`src/sbc_pkg.sv`:
```
// Purpose: Shared constants and types of the standby and oscillation stabilization controller.
// Assumes: One clock, sys_clk, with crystal cycles delivered as single-cycle tick pulses.
// Notes: The rules that the two ends keep are listed below.
package sbc_pkg;
  localparam int ADDR_W = 16;
  localparam int DATA_W = 8;
  localparam int SEL_W = 3;
  localparam int STAT_W = 5;
  localparam logic [15:0] ADDR_STATUS = 16'hffa3;
  localparam logic [15:0] ADDR_SELECT = 16'hffa4;
  localparam logic [7:0] STATUS_RST = 8'h00;
  localparam logic [2:0] SELECT_RST = 3'h5;
  // Crystal cycle exponents of the five stabilization steps, shortest first.
  localparam int EXP_A = 11;
  localparam int EXP_B = 13;
  localparam int EXP_C = 14;
  localparam int EXP_D = 15;
  localparam int EXP_E = 16;
  localparam logic [2:0] SEL_A = 3'h1;
  localparam logic [2:0] SEL_B = 3'h2;
  localparam logic [2:0] SEL_C = 3'h3;
  localparam logic [2:0] SEL_D = 3'h4;
  localparam logic [2:0] SEL_E = 3'h5;
  // Host register indices and command bits.
  localparam logic [2:0] H_CMD = 3'h0;
  localparam logic [2:0] H_DADDR = 3'h1;
  localparam logic [2:0] H_DWDATA = 3'h2;
  localparam logic [2:0] H_DRDATA = 3'h3;
  localparam logic [2:0] H_STAT = 3'h4;
  localparam int CMD_HALT = 0;
  localparam int CMD_STOP = 1;
  localparam int CMD_DWR = 2;
  localparam int CMD_DRD = 3;
  localparam int CMD_BIT = 4;
  localparam int CMD_RESUME = 5;
  typedef enum logic [1:0] {
    SBC_RUN = 2'b00,
    SBC_HALT = 2'b01,
    SBC_STOP = 2'b10,
    SBC_WAIT = 2'b11
  } sbc_mode_t;
endpackage

```
`src/sbc_if.sv`:
```
// Purpose: Link between the CPU core end and the standby controller end.
// Assumes: All signals synchronous to sys_clk.
// Notes: Strobes are single-cycle pulses; read data follows a read by one cycle.
`timescale 1ns/10ps
`default_nettype none
interface sbc_if;
  logic halt_exec;
  logic stop_exec;
  logic irq_req;
  logic [15:0] bus_addr;
  logic [7:0] bus_wdata;
  logic bus_wr;
  logic bus_rd;
  logic bus_bit;
  logic [7:0] bus_rdata;
  logic cpu_run;
  sbc_pkg::sbc_mode_t mode;
  modport dev (
    input halt_exec, stop_exec, irq_req, bus_addr, bus_wdata, bus_wr, bus_rd, bus_bit,
    output bus_rdata, cpu_run, mode
  );
  modport cpu (
    output halt_exec, stop_exec, irq_req, bus_addr, bus_wdata, bus_wr, bus_rd, bus_bit,
    input bus_rdata, cpu_run, mode
  );
endinterface
`default_nettype wire

```
`src/sbc_stab_counter.sv`:
```
// Purpose: Crystal oscillation stabilization counter with thermometer status.
// Assumes: tick is high for one sys_clk cycle per counted crystal cycle.
// Notes: The count freezes at the selected limit, so later steps never show.
`timescale 1ns/10ps
`default_nettype none
module sbc_stab_counter #(
  parameter int EXP_A = sbc_pkg::EXP_A,
  parameter int EXP_B = sbc_pkg::EXP_B,
  parameter int EXP_C = sbc_pkg::EXP_C,
  parameter int EXP_D = sbc_pkg::EXP_D,
  parameter int EXP_E = sbc_pkg::EXP_E
) (
  // Clock and reset
  input wire logic sys_clk,
  input wire logic resetn,
  // Control
  input wire logic clear,
  input wire logic tick,
  input wire logic [2:0] sel,
  // Status
  output logic [4:0] status,
  output logic done
);
  localparam int CW = EXP_E + 1;
  typedef struct packed {
    logic [CW-1:0] cnt;
    logic [4:0] status;
    logic done;
  } sbc_cnt_st_t;
  sbc_cnt_st_t st_r;
  sbc_cnt_st_t st_nxt;

  function automatic logic [CW-1:0] step_count(input int e);
    step_count = CW'(1) << e;
  endfunction

  // Prohibited codes fall back to the longest wait.
  function automatic logic [CW-1:0] limit_of(input logic [2:0] code);
    unique case (code)
      sbc_pkg::SEL_A: limit_of = step_count(EXP_A);
      sbc_pkg::SEL_B: limit_of = step_count(EXP_B);
      sbc_pkg::SEL_C: limit_of = step_count(EXP_C);
      sbc_pkg::SEL_D: limit_of = step_count(EXP_D);
      default: limit_of = step_count(EXP_E);
    endcase
  endfunction

  always_comb begin
    st_nxt = st_r;
    if (clear) begin
      st_nxt.cnt = '0;
      st_nxt.status = '0;
      st_nxt.done = 1'b0;
    end else begin
      if (tick && st_r.cnt < limit_of(sel)) begin
        st_nxt.cnt = st_r.cnt + CW'(1);
      end
      // Bit 4 is the shortest step; bits are only ever set here.
      st_nxt.status[4] = st_r.status[4] | (st_nxt.cnt >= step_count(EXP_A));
      st_nxt.status[3] = st_r.status[3] | (st_nxt.cnt >= step_count(EXP_B));
      st_nxt.status[2] = st_r.status[2] | (st_nxt.cnt >= step_count(EXP_C));
      st_nxt.status[1] = st_r.status[1] | (st_nxt.cnt >= step_count(EXP_D));
      st_nxt.status[0] = st_r.status[0] | (st_nxt.cnt >= step_count(EXP_E));
      st_nxt.done = st_nxt.cnt >= limit_of(sel);
    end
  end

  always_ff @(posedge sys_clk) begin
    if (!resetn) begin
      st_r <= '0;
    end else begin
      st_r <= st_nxt;
    end
  end

  assign status = st_r.status;
  assign done = st_r.done;
endmodule
`default_nettype wire

```
`src/sbc_device.sv`:
```
// Purpose: Standby controller end: halt and stop modes, wake-up and stabilization wait.
// Assumes: Crystal cycles arrive as one-cycle ticks; the clock generator asks for oscillators.
// Notes: Standby keeps the stored state untouched; only clock enables, the hold level and the stabilization count and status move.
`timescale 1ns/10ps
`default_nettype none
module sbc_device #(
  parameter int EXP_A = sbc_pkg::EXP_A,
  parameter int EXP_B = sbc_pkg::EXP_B,
  parameter int EXP_C = sbc_pkg::EXP_C,
  parameter int EXP_D = sbc_pkg::EXP_D,
  parameter int EXP_E = sbc_pkg::EXP_E
) (
  // Clock and reset
  input wire logic sys_clk,
  input wire logic resetn,
  // CPU core link
  sbc_if.dev lnk,
  // Clock generator requests
  input wire logic xtal_req,
  input wire logic ihs_req,
  input wire logic cpu_on_xtal,
  input wire logic main_osc_stop_wr,
  // Crystal oscillator feedback
  input wire logic xtal_stable,
  input wire logic xtal_tick,
  // Clock and retention controls
  output logic osc_xtal_en,
  output logic osc_ihs_en,
  output logic cpu_clk_en,
  output logic retain_hold
);
  typedef struct packed {
    sbc_pkg::sbc_mode_t mode;
    logic [2:0] sel;
    logic [7:0] rdata;
    logic cpu_run;
    logic xtal_en;
    logic ihs_en;
    logic hold;
  } sbc_dev_st_t;
  sbc_dev_st_t st_r;
  sbc_dev_st_t st_nxt;

  logic cnt_clear;
  logic cnt_tick;
  logic cnt_done;
  logic [4:0] cnt_status;
  logic stop_take;

  function automatic logic hit(input logic [15:0] a, input logic [15:0] reg_addr);
    hit = (a == reg_addr);
  endfunction

  assign stop_take = lnk.stop_exec && st_r.mode == sbc_pkg::SBC_RUN;
  // Main-oscillator stop written to 1 restarts the status as well.
  assign cnt_clear = stop_take || main_osc_stop_wr;
  // Start-up time before real oscillation never counts.
  assign cnt_tick = xtal_tick && xtal_stable && st_r.xtal_en;

  sbc_stab_counter #(
    .EXP_A(EXP_A),
    .EXP_B(EXP_B),
    .EXP_C(EXP_C),
    .EXP_D(EXP_D),
    .EXP_E(EXP_E)
  ) u_cnt (
    .sys_clk(sys_clk),
    .resetn(resetn),
    .clear(cnt_clear),
    .tick(cnt_tick),
    .sel(st_r.sel),
    .status(cnt_status),
    .done(cnt_done)
  );

  always_comb begin
    st_nxt = st_r;
    st_nxt.rdata = 8'h00;
    unique case (st_r.mode)
      sbc_pkg::SBC_RUN: begin
        if (stop_take) begin
          st_nxt.mode = sbc_pkg::SBC_STOP;
        end else if (lnk.halt_exec) begin
          st_nxt.mode = sbc_pkg::SBC_HALT;
        end
      end
      sbc_pkg::SBC_HALT: begin
        if (lnk.irq_req) begin
          st_nxt.mode = sbc_pkg::SBC_RUN;
        end
      end
      sbc_pkg::SBC_STOP: begin
        // A crystal-clocked CPU must wait out the selected time first.
        if (lnk.irq_req) begin
          st_nxt.mode = cpu_on_xtal ? sbc_pkg::SBC_WAIT : sbc_pkg::SBC_RUN;
        end
      end
      sbc_pkg::SBC_WAIT: begin
        if (cnt_done) begin
          st_nxt.mode = sbc_pkg::SBC_RUN;
        end
      end
    endcase
    st_nxt.cpu_run = st_nxt.mode == sbc_pkg::SBC_RUN;
    // Halt leaves every oscillator as it was; stop kills the two fast ones.
    st_nxt.xtal_en = xtal_req && st_nxt.mode != sbc_pkg::SBC_STOP;
    st_nxt.ihs_en = ihs_req && st_nxt.mode != sbc_pkg::SBC_STOP;
    st_nxt.hold = st_nxt.mode != sbc_pkg::SBC_RUN;
    // A bit access may not alter the select register.
    if (lnk.bus_wr && !lnk.bus_bit && hit(lnk.bus_addr, sbc_pkg::ADDR_SELECT)) begin
      st_nxt.sel = lnk.bus_wdata[2:0];
    end
    if (lnk.bus_rd) begin
      if (hit(lnk.bus_addr, sbc_pkg::ADDR_STATUS)) begin
        st_nxt.rdata = {3'h0, cnt_status};
      end else if (hit(lnk.bus_addr, sbc_pkg::ADDR_SELECT)) begin
        st_nxt.rdata = {5'h00, st_r.sel};
      end
    end
  end

  always_ff @(posedge sys_clk) begin
    if (!resetn) begin
      st_r.mode <= sbc_pkg::SBC_RUN;
      st_r.sel <= sbc_pkg::SELECT_RST;
      st_r.rdata <= sbc_pkg::STATUS_RST;
      st_r.cpu_run <= 1'b1;
      st_r.xtal_en <= 1'b0;
      st_r.ihs_en <= 1'b1;
      st_r.hold <= 1'b0;
    end else begin
      st_r <= st_nxt;
    end
  end

  assign lnk.bus_rdata = st_r.rdata;
  assign lnk.cpu_run = st_r.cpu_run;
  assign lnk.mode = st_r.mode;
  assign osc_xtal_en = st_r.xtal_en;
  assign osc_ihs_en = st_r.ihs_en;
  assign cpu_clk_en = st_r.cpu_run;
  assign retain_hold = st_r.hold;
endmodule
`default_nettype wire

```
`src/flat_wrapper.sv`:
```
// flat-port wrapper written by rule: the top's interface ports become plain ports
module sbc_device_flat 
#(
  parameter int EXP_A = sbc_pkg::EXP_A,
  parameter int EXP_B = sbc_pkg::EXP_B,
  parameter int EXP_C = sbc_pkg::EXP_C,
  parameter int EXP_D = sbc_pkg::EXP_D,
  parameter int EXP_E = sbc_pkg::EXP_E
)
  (sys_clk, resetn, xtal_req, ihs_req, cpu_on_xtal, main_osc_stop_wr, xtal_stable, xtal_tick, osc_xtal_en, osc_ihs_en, cpu_clk_en, retain_hold, lnk_halt_exec, lnk_stop_exec, lnk_irq_req, lnk_bus_addr, lnk_bus_wdata, lnk_bus_wr, lnk_bus_rd, lnk_bus_bit, lnk_bus_rdata, lnk_cpu_run, lnk_mode);
  sbc_if lnk_i ();
  input wire logic sys_clk;
  input wire logic resetn;
  input wire logic xtal_req;
  input wire logic ihs_req;
  input wire logic cpu_on_xtal;
  input wire logic main_osc_stop_wr;
  input wire logic xtal_stable;
  input wire logic xtal_tick;
  output logic osc_xtal_en;
  output logic osc_ihs_en;
  output logic cpu_clk_en;
  output logic retain_hold;
  input wire logic [$bits(lnk_i.halt_exec)-1:0] lnk_halt_exec;
  input wire logic [$bits(lnk_i.stop_exec)-1:0] lnk_stop_exec;
  input wire logic [$bits(lnk_i.irq_req)-1:0] lnk_irq_req;
  input wire logic [$bits(lnk_i.bus_addr)-1:0] lnk_bus_addr;
  input wire logic [$bits(lnk_i.bus_wdata)-1:0] lnk_bus_wdata;
  input wire logic [$bits(lnk_i.bus_wr)-1:0] lnk_bus_wr;
  input wire logic [$bits(lnk_i.bus_rd)-1:0] lnk_bus_rd;
  input wire logic [$bits(lnk_i.bus_bit)-1:0] lnk_bus_bit;
  output wire logic [$bits(lnk_i.bus_rdata)-1:0] lnk_bus_rdata;
  output wire logic [$bits(lnk_i.cpu_run)-1:0] lnk_cpu_run;
  output wire logic [$bits(lnk_i.mode)-1:0] lnk_mode;
  assign lnk_i.halt_exec = lnk_halt_exec;
  assign lnk_i.stop_exec = lnk_stop_exec;
  assign lnk_i.irq_req = lnk_irq_req;
  assign lnk_i.bus_addr = lnk_bus_addr;
  assign lnk_i.bus_wdata = lnk_bus_wdata;
  assign lnk_i.bus_wr = lnk_bus_wr;
  assign lnk_i.bus_rd = lnk_bus_rd;
  assign lnk_i.bus_bit = lnk_bus_bit;
  assign lnk_bus_rdata = lnk_i.bus_rdata;
  assign lnk_cpu_run = lnk_i.cpu_run;
  assign lnk_mode = lnk_i.mode;
  sbc_device #(.EXP_A(EXP_A), .EXP_B(EXP_B), .EXP_C(EXP_C), .EXP_D(EXP_D), .EXP_E(EXP_E)) u_core (.sys_clk(sys_clk), .resetn(resetn), .lnk(lnk_i), .xtal_req(xtal_req), .ihs_req(ihs_req), .cpu_on_xtal(cpu_on_xtal), .main_osc_stop_wr(main_osc_stop_wr), .xtal_stable(xtal_stable), .xtal_tick(xtal_tick), .osc_xtal_en(osc_xtal_en), .osc_ihs_en(osc_ihs_en), .cpu_clk_en(cpu_clk_en), .retain_hold(retain_hold));
endmodule
```
`config.mk`:
```
export PLATFORM = sky130hd
export DESIGN_NAME = sbc_device_flat
export DESIGN_NICKNAME = d
export VERILOG_FILES = /design/src/sbc_pkg.sv /design/src/sbc_if.sv /design/src/sbc_stab_counter.sv /design/src/sbc_device.sv /design/src/flat_wrapper.sv
export SDC_FILE = /design/constraint.sdc
export NUM_CORES = 1
export LEC_CHECK = 0
export ABC_AREA = 1
export BUFFER_PORTS_ARGS = -buffer_cell sky130_fd_sc_hd__buf_2
export CORE_AREA = 2 2 68 70
export CTS_BUF_LIST = sky130_fd_sc_hd__clkbuf_4 sky130_fd_sc_hd__clkbuf_8
export DETAILED_ROUTE_END_ITERATION = 16
export DIE_AREA = 0 0 70 72
export PLACE_DENSITY_LB_ADDON = 0.1
export SLEW_MARGIN = 40
export SYNTH_ARGS = -nofsm -noshare
export SYNTH_HDL_FRONTEND = slang
export SYNTH_HIERARCHICAL = 1
export SYNTH_SLANG_ARGS = --single-unit
```
`constraint.sdc`:
```
create_clock -name sys_clk -period 3 [get_ports sys_clk]
set_input_delay 0 -clock sys_clk [delete_from_list [all_inputs] [get_ports sys_clk]]
set_output_delay 0 -clock sys_clk [all_outputs]
set_load 0.05 [all_outputs]
```
==> results summary, run 1 <==
The final setup violation count is 0. The area share of fa/ha/maj cells after synthesis came out at 4.343%. After detailed routing, the number of vias per cell comes to 4.778. The setup fix buffers added after clock tree synthesis came out at 0. The number of instances in the synthesized netlist came out at 342. The share of flip-flops with an asynchronous set or reset came out at 0%. The share of cell area taken by muxes after synthesis is 0%. The class of the most critical setup path is reg2reg. The via count of the first global-routing pass is 1981. The clock transition at the register clock pins on the worst setup and hold paths after CTS is 80 ps.

The biggest area consumer among synthesized cells is sky130_fd_sc_hd__dfxtp_1. In this run the mean area of a mapped cell was 6.739 um2. The stage delay of the slowest cell on the critical path came out at 360 ps. The area of the core region came out at 0.004264 mm2.

The actual transition at the worst max-transition pin came out at 497.2 ps. The unique cell type count in the Yosys netlist came out at 37. In the synthesized netlist the dominant register cell turns out to be sky130_fd_sc_hd__dfxtp_1. From synthesis to final layout, the design area changed by 18.08%. The count of flip-flops with a built-in enable after synthesis came out at 0. The cell that appears most often on the critical path is sky130_fd_sc_hd__nand2_1. The flow ran to the end, and the final reports show no timing, DRC or antenna violations.

The die covers 0.005040 mm2. TritonCTS created 5 clock buffers. The initial utilization of the core area, before any placement, comes to 54.05%. The detailed router finished its first iteration with 83 violations. The final global-route overflow total is 0. Across all layers, the routed design uses 2112 vias.

The total count of max-transition violations in the final report was 0. Walking the worst path, the cells encountered are inv_1 -> or2_2 -> nor2_2 -> inv_1 -> ha_1 -> nand2_1 -> nor2_4 -> nand2_1 -> nand3_2 -> nor2_4 -> nand3_1 -> nand2_1 -> nand2_2 -> ha_1 -> nand4_1 -> nand2_1 -> nand2_1 -> nand2_1 -> nor2_1 -> nor2_1. The number of register bits inferred by synthesis is 37. The worst setup path is captured at a flip-flop. The count of fill cells added during filler insertion is 398. After synthesis, the largest area contributor takes up 32.14% of total cell area.

Row generation in the floorplan step produced 24 rows. The power density normalized to cell area is 424.1 mW/mm2. The initial antenna violation count is 0. The total count of hold-check failures in the final report is 0.

The synthesized netlist occupies a cell area of 0.002305 mm2. The later pin in the worst-skew pair is clocked with a latency of 290 ps. The final weighted congestion in routability-driven placement came out at 0.8202. The internal power came out at 835.2 uW. Port buffering added 44 buffers.

The capture point of the worst path is u_core/u_cnt/done$_SDFF_PP0_. Of all nets on the critical path, the largest fanout is 4. IR analysis of the VDD net gives a maximum drop of 270.2 uV. The fraction of layout instances using a drive strength above 1 came out at 24.62%. By area, the combinational part of the netlist is dominated by simple AND/OR/NAND/NOR gates. The simple logic cell fraction of the synthesized area is 39.47%. The worst register-to-register path has a setup slack of 240 ps.

The reg-to-reg startpoint is u_core/st_r[13]$_SDFFE_PN0P_. Summing the areas of all xor and xnor instances in the mapped netlist gives 1.520% of the synthesized area. Derived from the worst setup path, the maximum achievable clock frequency is 0.3620 GHz. The number of antenna diodes came out at 0. The number of warnings printed during yosys synthesis came out at 6. The net total in the final layout came out at 435. The data arrival time of the worst path is 2940 ps.

The number of detailed-route iterations in the first pass is 4. The final setup TNS came out at 0 ps. The total routed wirelength is 4.565 mm.

The final antenna-violating net count came out at 0. The average routed wire per standard cell is 10.33 um. For this run, the register share of the synthesized area comes to 32.14%. Summing the areas of all compound-gate instances in the mapped netlist gives 7.003% of the synthesized area. The tree is rooted in a sky130_fd_sc_hd__clkbuf_8. The standard cell with the maximum stage delay on the critical path is sky130_fd_sc_hd__dfxtp_2.

The first global-routing pass estimated 8.079 mm of wire. The net switching power came out at 319.0 uW. The vertical die dimension is 72 um. The kind of start point of the critical path is a flip-flop. Once detailed placement completed, the half-perimeter wirelength came to 3.466 mm.

The smallest clock period supported by the final layout is computed as 2762 ps. Clock skew on the completed layout was measured at 10.46 ps. The overall global routing resource usage is 19.58%.

The number of maximum-capacitance constraint violations is 0. 53 I/O pins were placed. The type of the tightest min-delay check is in2reg. The CTS H-tree depth is 2. The worst path uses 92.07% of the clock period. The sequential group share of total power came out at 44.2%.

The pin count of the biggest net entering global routing came out at 18. The tightest slew margin relative to the limit is 66.73%. The total chip power came out at 1154 uW. The switching share of power is 27.64%. In this run the horizontal extent of the chip is 70 um. The TritonCTS clock tree is yes. The number of clock sinks is 37. The worst-case clock buffer depth is 2. By area the synthesized netlist is led by sky130_fd_sc_hd__dfxtp_1 32%, sky130_fd_sc_hd__nand2_1 13%, sky130_fd_sc_hd__inv_1 8.0%, sky130_fd_sc_hd__nor2_1 7.3%, sky130_fd_sc_hd__buf_4 5.2%. The end of the worst register-to-register path is u_core/u_cnt/done$_SDFF_PP0_. In this run the worst setup path begins at u_core/st_r[13]$_SDFFE_PN0P_.

For this design the static power due to leakage is 0.001300 uW. For the worst setup path, the data required time is 3180 ps. The number of cells on the worst reg-to-reg path came out at 20. The portion of total power attributed to combinational logic is 16.6%. After detailed routing, the number of remaining DRC violations is 0. The clock power share came out at 39.1%.
worst min path at each step:
stage	depth (start not counted)	end	start	slack, ps
2_1_floorplan	1	u_core/osc_ihs_en$_SDFF_PN1_	resetn	70
3_3_place_gp	3	u_core/osc_ihs_en$_SDFF_PN1_	ihs_req	190
3_5_place_dp	3	u_core/osc_ihs_en$_SDFF_PN1_	ihs_req	200
4_1_cts	4	u_core/lnk.mode[0]$_SDFF_PN0_	lnk_stop_exec	80
5_1_grt	4	u_core/lnk.mode[0]$_SDFF_PN0_	lnk_stop_exec	100
6_report	4	u_core/lnk.mode[0]$_SDFF_PN0_	lnk_stop_exec	80
final cells by class:
cell class	count	area, um2	share of cell area [%]
inverters	57	214.0	7.862
flip-flops and latches	37	742.0	27.26
repair buffers	57	340.3	12.51
clock buffers	6	82.58	3.034
well taps	52	65.06	2.391
multi-input cells	231	1240	45.56
clock inverters	2	37.54	1.379
kinds of logic (layout without fill, tap and decap cells):
logic type | Yosys count | count (layout)
and+or+nand+nor | 188 | 188
other | 1 | 3
xor gates and xnor gates | 4 | 4
AOI/OAI and AO/OA | 28 | 28
buffers and inverters | 76 | 122
adders and majority gates | 8 | 8
DFF | 37 | 37
cell usage in the layout, fill, tap and decap left out, types with 2 or more instances in the layout:
cell type	instances
sky130_fd_sc_hd__inv_1	49
sky130_fd_sc_hd__nand2_1	80
sky130_fd_sc_hd__nand4_1	8
sky130_fd_sc_hd__nor3_1	2
sky130_fd_sc_hd__nand2_2	5
sky130_fd_sc_hd__clkbuf_8	6
sky130_fd_sc_hd__nand3_1	20
sky130_fd_sc_hd__clkinv_1	2
sky130_fd_sc_hd__nor2_1	43
sky130_fd_sc_hd__o21ai_0	6
sky130_fd_sc_hd__conb_1	3
sky130_fd_sc_hd__buf_2	44
sky130_fd_sc_hd__xor2_1	3
sky130_fd_sc_hd__or2_2	2
sky130_fd_sc_hd__inv_2	6
sky130_fd_sc_hd__nor2_4	8
sky130_fd_sc_hd__a21oi_1	15
sky130_fd_sc_hd__nor2_2	6
sky130_fd_sc_hd__and3_1	2
sky130_fd_sc_hd__nand3_2	6
sky130_fd_sc_hd__buf_4	4
sky130_fd_sc_hd__o21a_1	2
sky130_fd_sc_hd__dlygate4sd3_1	9
sky130_fd_sc_hd__dfxtp_1	36
sky130_fd_sc_hd__ha_1	8
state kept, by name (all words and copies together) (netlist names):
signal,flops
u_core/u_cnt/status,5
u_core/osc_xtal_en,1
u_core/osc_ihs_en,1
u_core/u_cnt/st_r,17
u_core/cpu_clk_en,1
u_core/retain_hold,1
u_core/u_cnt/done,1
u_core/st_r,3
u_core/lnk.mode,2
u_core/lnk.bus_rdata,5
what timing repair did:
action / 4_1_cts / 5_1_grt
endpoints found under the hold margin: 5 / 0
resized for setup: 0 / 6
hold buffers: 9 / 0
setup endpoints to repair: 0 / 1
metal layers:
layer | share of wire [%] | routed length, um | vias to the layer above | GRT usage, %
met4 | 1.3 | 60 | 0 | 6.624
met3 | 4.2 | 194 | 6 | 4.028
met2 | 48 | 2174 | 45 | 34.39
met5 | 0 | 0 | - | 0
li1 | - | - | 1140 | -
met1 | 47 | 2136 | 921 | 24.09
power groups by stage:
stage / combinational (uW) / clock, uW / sequential [uW]
finish: 192 / 452 / 511
global route: 211 / 479 / 512
CTS: 193 / 462 / 511
floorplan: 116 / 0 / 554
global placement: 184 / 0 / 522
detailed placement: 186 / 0 / 522
synthesized netlist by cell type (all sizes together) (3+ instances only):
library cell / n
nand3: 26
nor2: 57
dfxtp: 37
nand4: 9
inv: 55
xor2: 3
buf: 18
o21ai: 8
nor3: 4
nand2: 85
a21oi: 16
ha: 8
critical path: cells and delay by family (launching register included):
kind	cells	cell delay [ps]
flip-flops	1	360
AND/OR/NAND/NOR	16	1530
buffers and inverters	2	170
adder cells (fa/ha/maj)	2	570
per-stage QoR:
stage	utilization [%]	std cells	worst slack, ps	area (um2)	hold slack [ps]
2_1_floorplan	-	344	472.9	2312	68.70
3_3_place_gp	58.33	425	232.9	2487	194.6
3_5_place_dp	58.33	425	210.8	2487	197.1
4_1_cts	63.26	442	168.0	2698	76.68
5_1_grt	63.82	442	-23.40	2721	102.9
6_report	63.82	442	237.8	2721	81.32
(Power assumes the default switching activity.)
==> run 2: changes to the inputs <==
--- a/config.mk
+++ b/config.mk
@@ -6,7 +6,7 @@
 export NUM_CORES = 1
 export LEC_CHECK = 0
 export ABC_AREA = 1
-export BUFFER_PORTS_ARGS = -buffer_cell sky130_fd_sc_hd__buf_2
+export BUFFER_PORTS_ARGS = -buffer_cell sky130_fd_sc_hd__clkbuf_2
 export CORE_AREA = 2 2 68 70
 export CTS_BUF_LIST = sky130_fd_sc_hd__clkbuf_4 sky130_fd_sc_hd__clkbuf_8
 export DETAILED_ROUTE_END_ITERATION = 16
==> results summary, run 2 (same netlist as run 1, synthesis figures left out) <==
The wire length of the first global-routing pass came out at 7.879 mm (-2.5%). The clock insertion delay at the later pin of the skew report is 290 ps (about the same). The TritonCTS clock tree is yes. The share of the clock period used by the worst path after layout came to 93.06% (+0.99 points).

The floorplan die width is 70 um (unchanged). The final clock skew is 7.025 ps (-3.435 ps). The effective utilization at floorplan is 54.05% (unchanged). The total count of hold-check failures in the final report came out at 0 (unchanged).

The type of the tightest min-delay check is in2reg. The number of CTS-inserted buffers came out at 5 (unchanged). The number of input and output port buffers inserted is 44 (unchanged). The overall global routing resource usage is 19.37% (-0.21 points). The final global-route overflow total is 0 (unchanged).

The net total in the final layout was 436 (+0.23%). The instance area at placement came out at 0.002487 mm2 (unchanged). The clock transition at the register clock pins on the worst setup and hold paths after CTS came out at 80 ps (about the same). The cell area after layout is 0.002698 mm2 (-0.87%).

The top-level I/O count came to 53 (unchanged). The critical path in this run is classified as reg2reg. The final setup violation count came to 0 (unchanged).

On the critical path the largest part of the delay comes from simple AND/OR/NAND/NOR gates. The data arrival time of the worst path is 2970 ps (+30 ps). The routed via count came out at 2151 (+1.8%). The setup slack of the worst register-to-register path came out at 210 ps (-30 ps). The count of fill cells added during filler insertion was 404 (+1.5%). u_core/u_cnt/st_r holds more flip-flops than any other register. The final setup TNS came out at 0 ps (unchanged). The kind of start point of the critical path is a flip-flop.

The power density normalized to cell area was 389.9 mW/mm2 (-8.1%). The via count of the first global-routing pass is 1862 (-6.0%). The library cells used most frequently in the layout, excluding fill and tap cells, are 80 x sky130_fd_sc_hd__nand2_1, 49 x sky130_fd_sc_hd__inv_1, 44 x sky130_fd_sc_hd__clkbuf_2, 43 x sky130_fd_sc_hd__nor2_1, 36 x sky130_fd_sc_hd__dfxtp_1. The vertical die dimension is 72 um (unchanged). The total routed wirelength was 4.741 mm (+3.9%). The number of clock sinks is 37 (unchanged). The number of remaining DRC errors came out at 0 (unchanged).

The flip-flop count of the largest register after layout came out at 17 (unchanged). The final weighted congestion in routability-driven placement came to 0.8017 (-2.3%). The total count of max-transition violations in the final report is 0 (unchanged). The stage delay of the slowest cell on the critical path came out at 360 ps (about the same). The signal on the critical path passes through inv_1 -> or2_2 -> nand3_1 -> ha_1 -> nand2_1 -> inv_1 -> nand2_1 -> nand2_1 -> a21oi_4 -> nand3_1 -> o21ai_2 -> ha_1 -> nand2_1 -> inv_1 -> nand4_1 -> nor2_1 -> nor2_1 -> nor2_1.

The worst endpoint required time came out at 3180 ps (about the same). The static leakage power came out at 0.001297 uW (-0.19%). The number of detailed-route iterations in the first pass is 4 (unchanged). Leaving out fill and tap cells, the most frequent cell in the layout is sky130_fd_sc_hd__nand2_1. The combined buffer and inverter count along the critical path came out at 3 (+1). The fraction of layout instances using a drive strength above 1 is 25.06% (+0.45 points). The tree is rooted in a sky130_fd_sc_hd__clkbuf_8. The cell depth of the worst min-delay path came to 3 (-1). The upper clock frequency limit came out at 0.3582 GHz (-1.1%). Setup repair after global routing left no endpoint under its margin. The worst-case clock buffer depth came out at 2 (unchanged).

The final critical delay including setup and external delays is 2792 ps (+29.55 ps). For this design, the slowest cell found on the critical path is sky130_fd_sc_hd__dfxtp_2. The sum of net half-perimeters after detailed placement is 3.536 mm (+2.0%). The mean number of vias per cell is 4.856 (+1.6%). The highest ir drop seen on vdd is 212.0 uV (-22%). The DRC marker count from the first detailed-route iteration came to 79 (-4.8%).

The final standard cell utilization of the core came out at 63.26% (-0.56 points). The total chip power is 1052 uW (-8.9%). The number of antenna diodes is 0 (unchanged). The number of maximum-capacitance constraint violations is 0 (unchanged). The library cell appearing most often on the critical path is sky130_fd_sc_hd__nand2_1. The worst setup path is captured at a flip-flop. The average routed wire per standard cell is 10.70 um (+3.6%).

The number of cells on the worst reg-to-reg path came out at 18 (-10%). The pin count of the biggest net entering global routing came out at 18 (unchanged). The initial antenna violation count is 0 (unchanged). The post-route worst setup slack was 208.2 ps (-29.55 ps). The CTS H-tree depth came out at 2 (unchanged). The run finished with clean final reports. The standard-cell row count came out at 24 (unchanged). The maximum net fanout on the critical path came out at 7 (+3). The final antenna-violating net count came out at 0 (unchanged).

The layout overhead on the synthesized area is 17.05%. The worst slack at placement is 195.6 ps (-15.12 ps). The die outline area was 0.005040 mm2 (unchanged). The count of cell instances traversed by the critical path is 18 (-10%).

The area of the core region is 0.004264 mm2 (unchanged).
## run 2: cell type report
cell class	instances	area [um2]	share of cell area (%)
Clock inverter	2	10.01	0.3711
Inverter	57	214.0	7.931
Sequential cell	37	742.0	27.50
Tap cell	52	65.06	2.412
Multi-Input combinational cell	231	1245	46.15
Timing Repair Buffer	58	345.3	12.80
Clock buffer	6	76.32	2.829
## run 2: metrics by stage
stage / std cells / hold slack (ps)
after floorplan: 344 / 68.70
after global placement: 425 / 195.9
after detailed placement: 425 / 194.8
after CTS: 441 / 19.67
after global routing: 443 / 29.18
final: 443 / 19.67
## run 2: final timing paths
| kind | startpoint | endpoint |
|---|---|---|
| max reg2reg | u_core/st_r[13]$_SDFFE_PN0P_ | u_core/u_cnt/done$_SDFF_PP0_ |
| min reg2reg | u_core/u_cnt/status[4]$_SDFF_PP0_ | u_core/lnk.bus_rdata[4]$_SDFF_PN0_ |
| max | u_core/st_r[13]$_SDFFE_PN0P_ | u_core/u_cnt/done$_SDFF_PP0_ |
| min | resetn | u_core/st_r[13]$_SDFFE_PN0P_ |
## run 2: per-layer routing
layer,GRT usage [%],vias up,share of wire [%]
li1,-,1144,-
met5,0,-,0
met4,5.342,0,1.5
met2,34.29,45,48
met3,3.889,6,4.1
met1,24.17,956,46
## run 2: worst register-to-register path, stage by stage, from the launching register on
cell	delay, ps
sky130_fd_sc_hd__dfxtp_2	360
sky130_fd_sc_hd__inv_1	90
sky130_fd_sc_hd__or2_2	320
sky130_fd_sc_hd__nand3_1	130
sky130_fd_sc_hd__ha_1	250
sky130_fd_sc_hd__nand2_1	140
sky130_fd_sc_hd__inv_1	50
sky130_fd_sc_hd__nand2_1	90
sky130_fd_sc_hd__nand2_1	100
sky130_fd_sc_hd__a21oi_4	240
sky130_fd_sc_hd__nand3_1	130
sky130_fd_sc_hd__o21ai_2	140
sky130_fd_sc_hd__ha_1	280
sky130_fd_sc_hd__nand2_1	60
sky130_fd_sc_hd__inv_1	50
sky130_fd_sc_hd__nand4_1	90
sky130_fd_sc_hd__nor2_1	40
sky130_fd_sc_hd__nor2_1	80
sky130_fd_sc_hd__nor2_1	40
## run 2: what timing repair did
item	CTS	global route
setup endpoints to repair	0	1
hold endpoints to repair	5	0
hold buffers	8	0
resized for setup	0	7
setup buffers	0	2
## run 2: report_power, final
part           total (uW)  switching, uW  internal, uW
Clock                 348            178           170
Sequential            511           6.88           504
Combinational         193            132          60.4
Total                1050            317           735
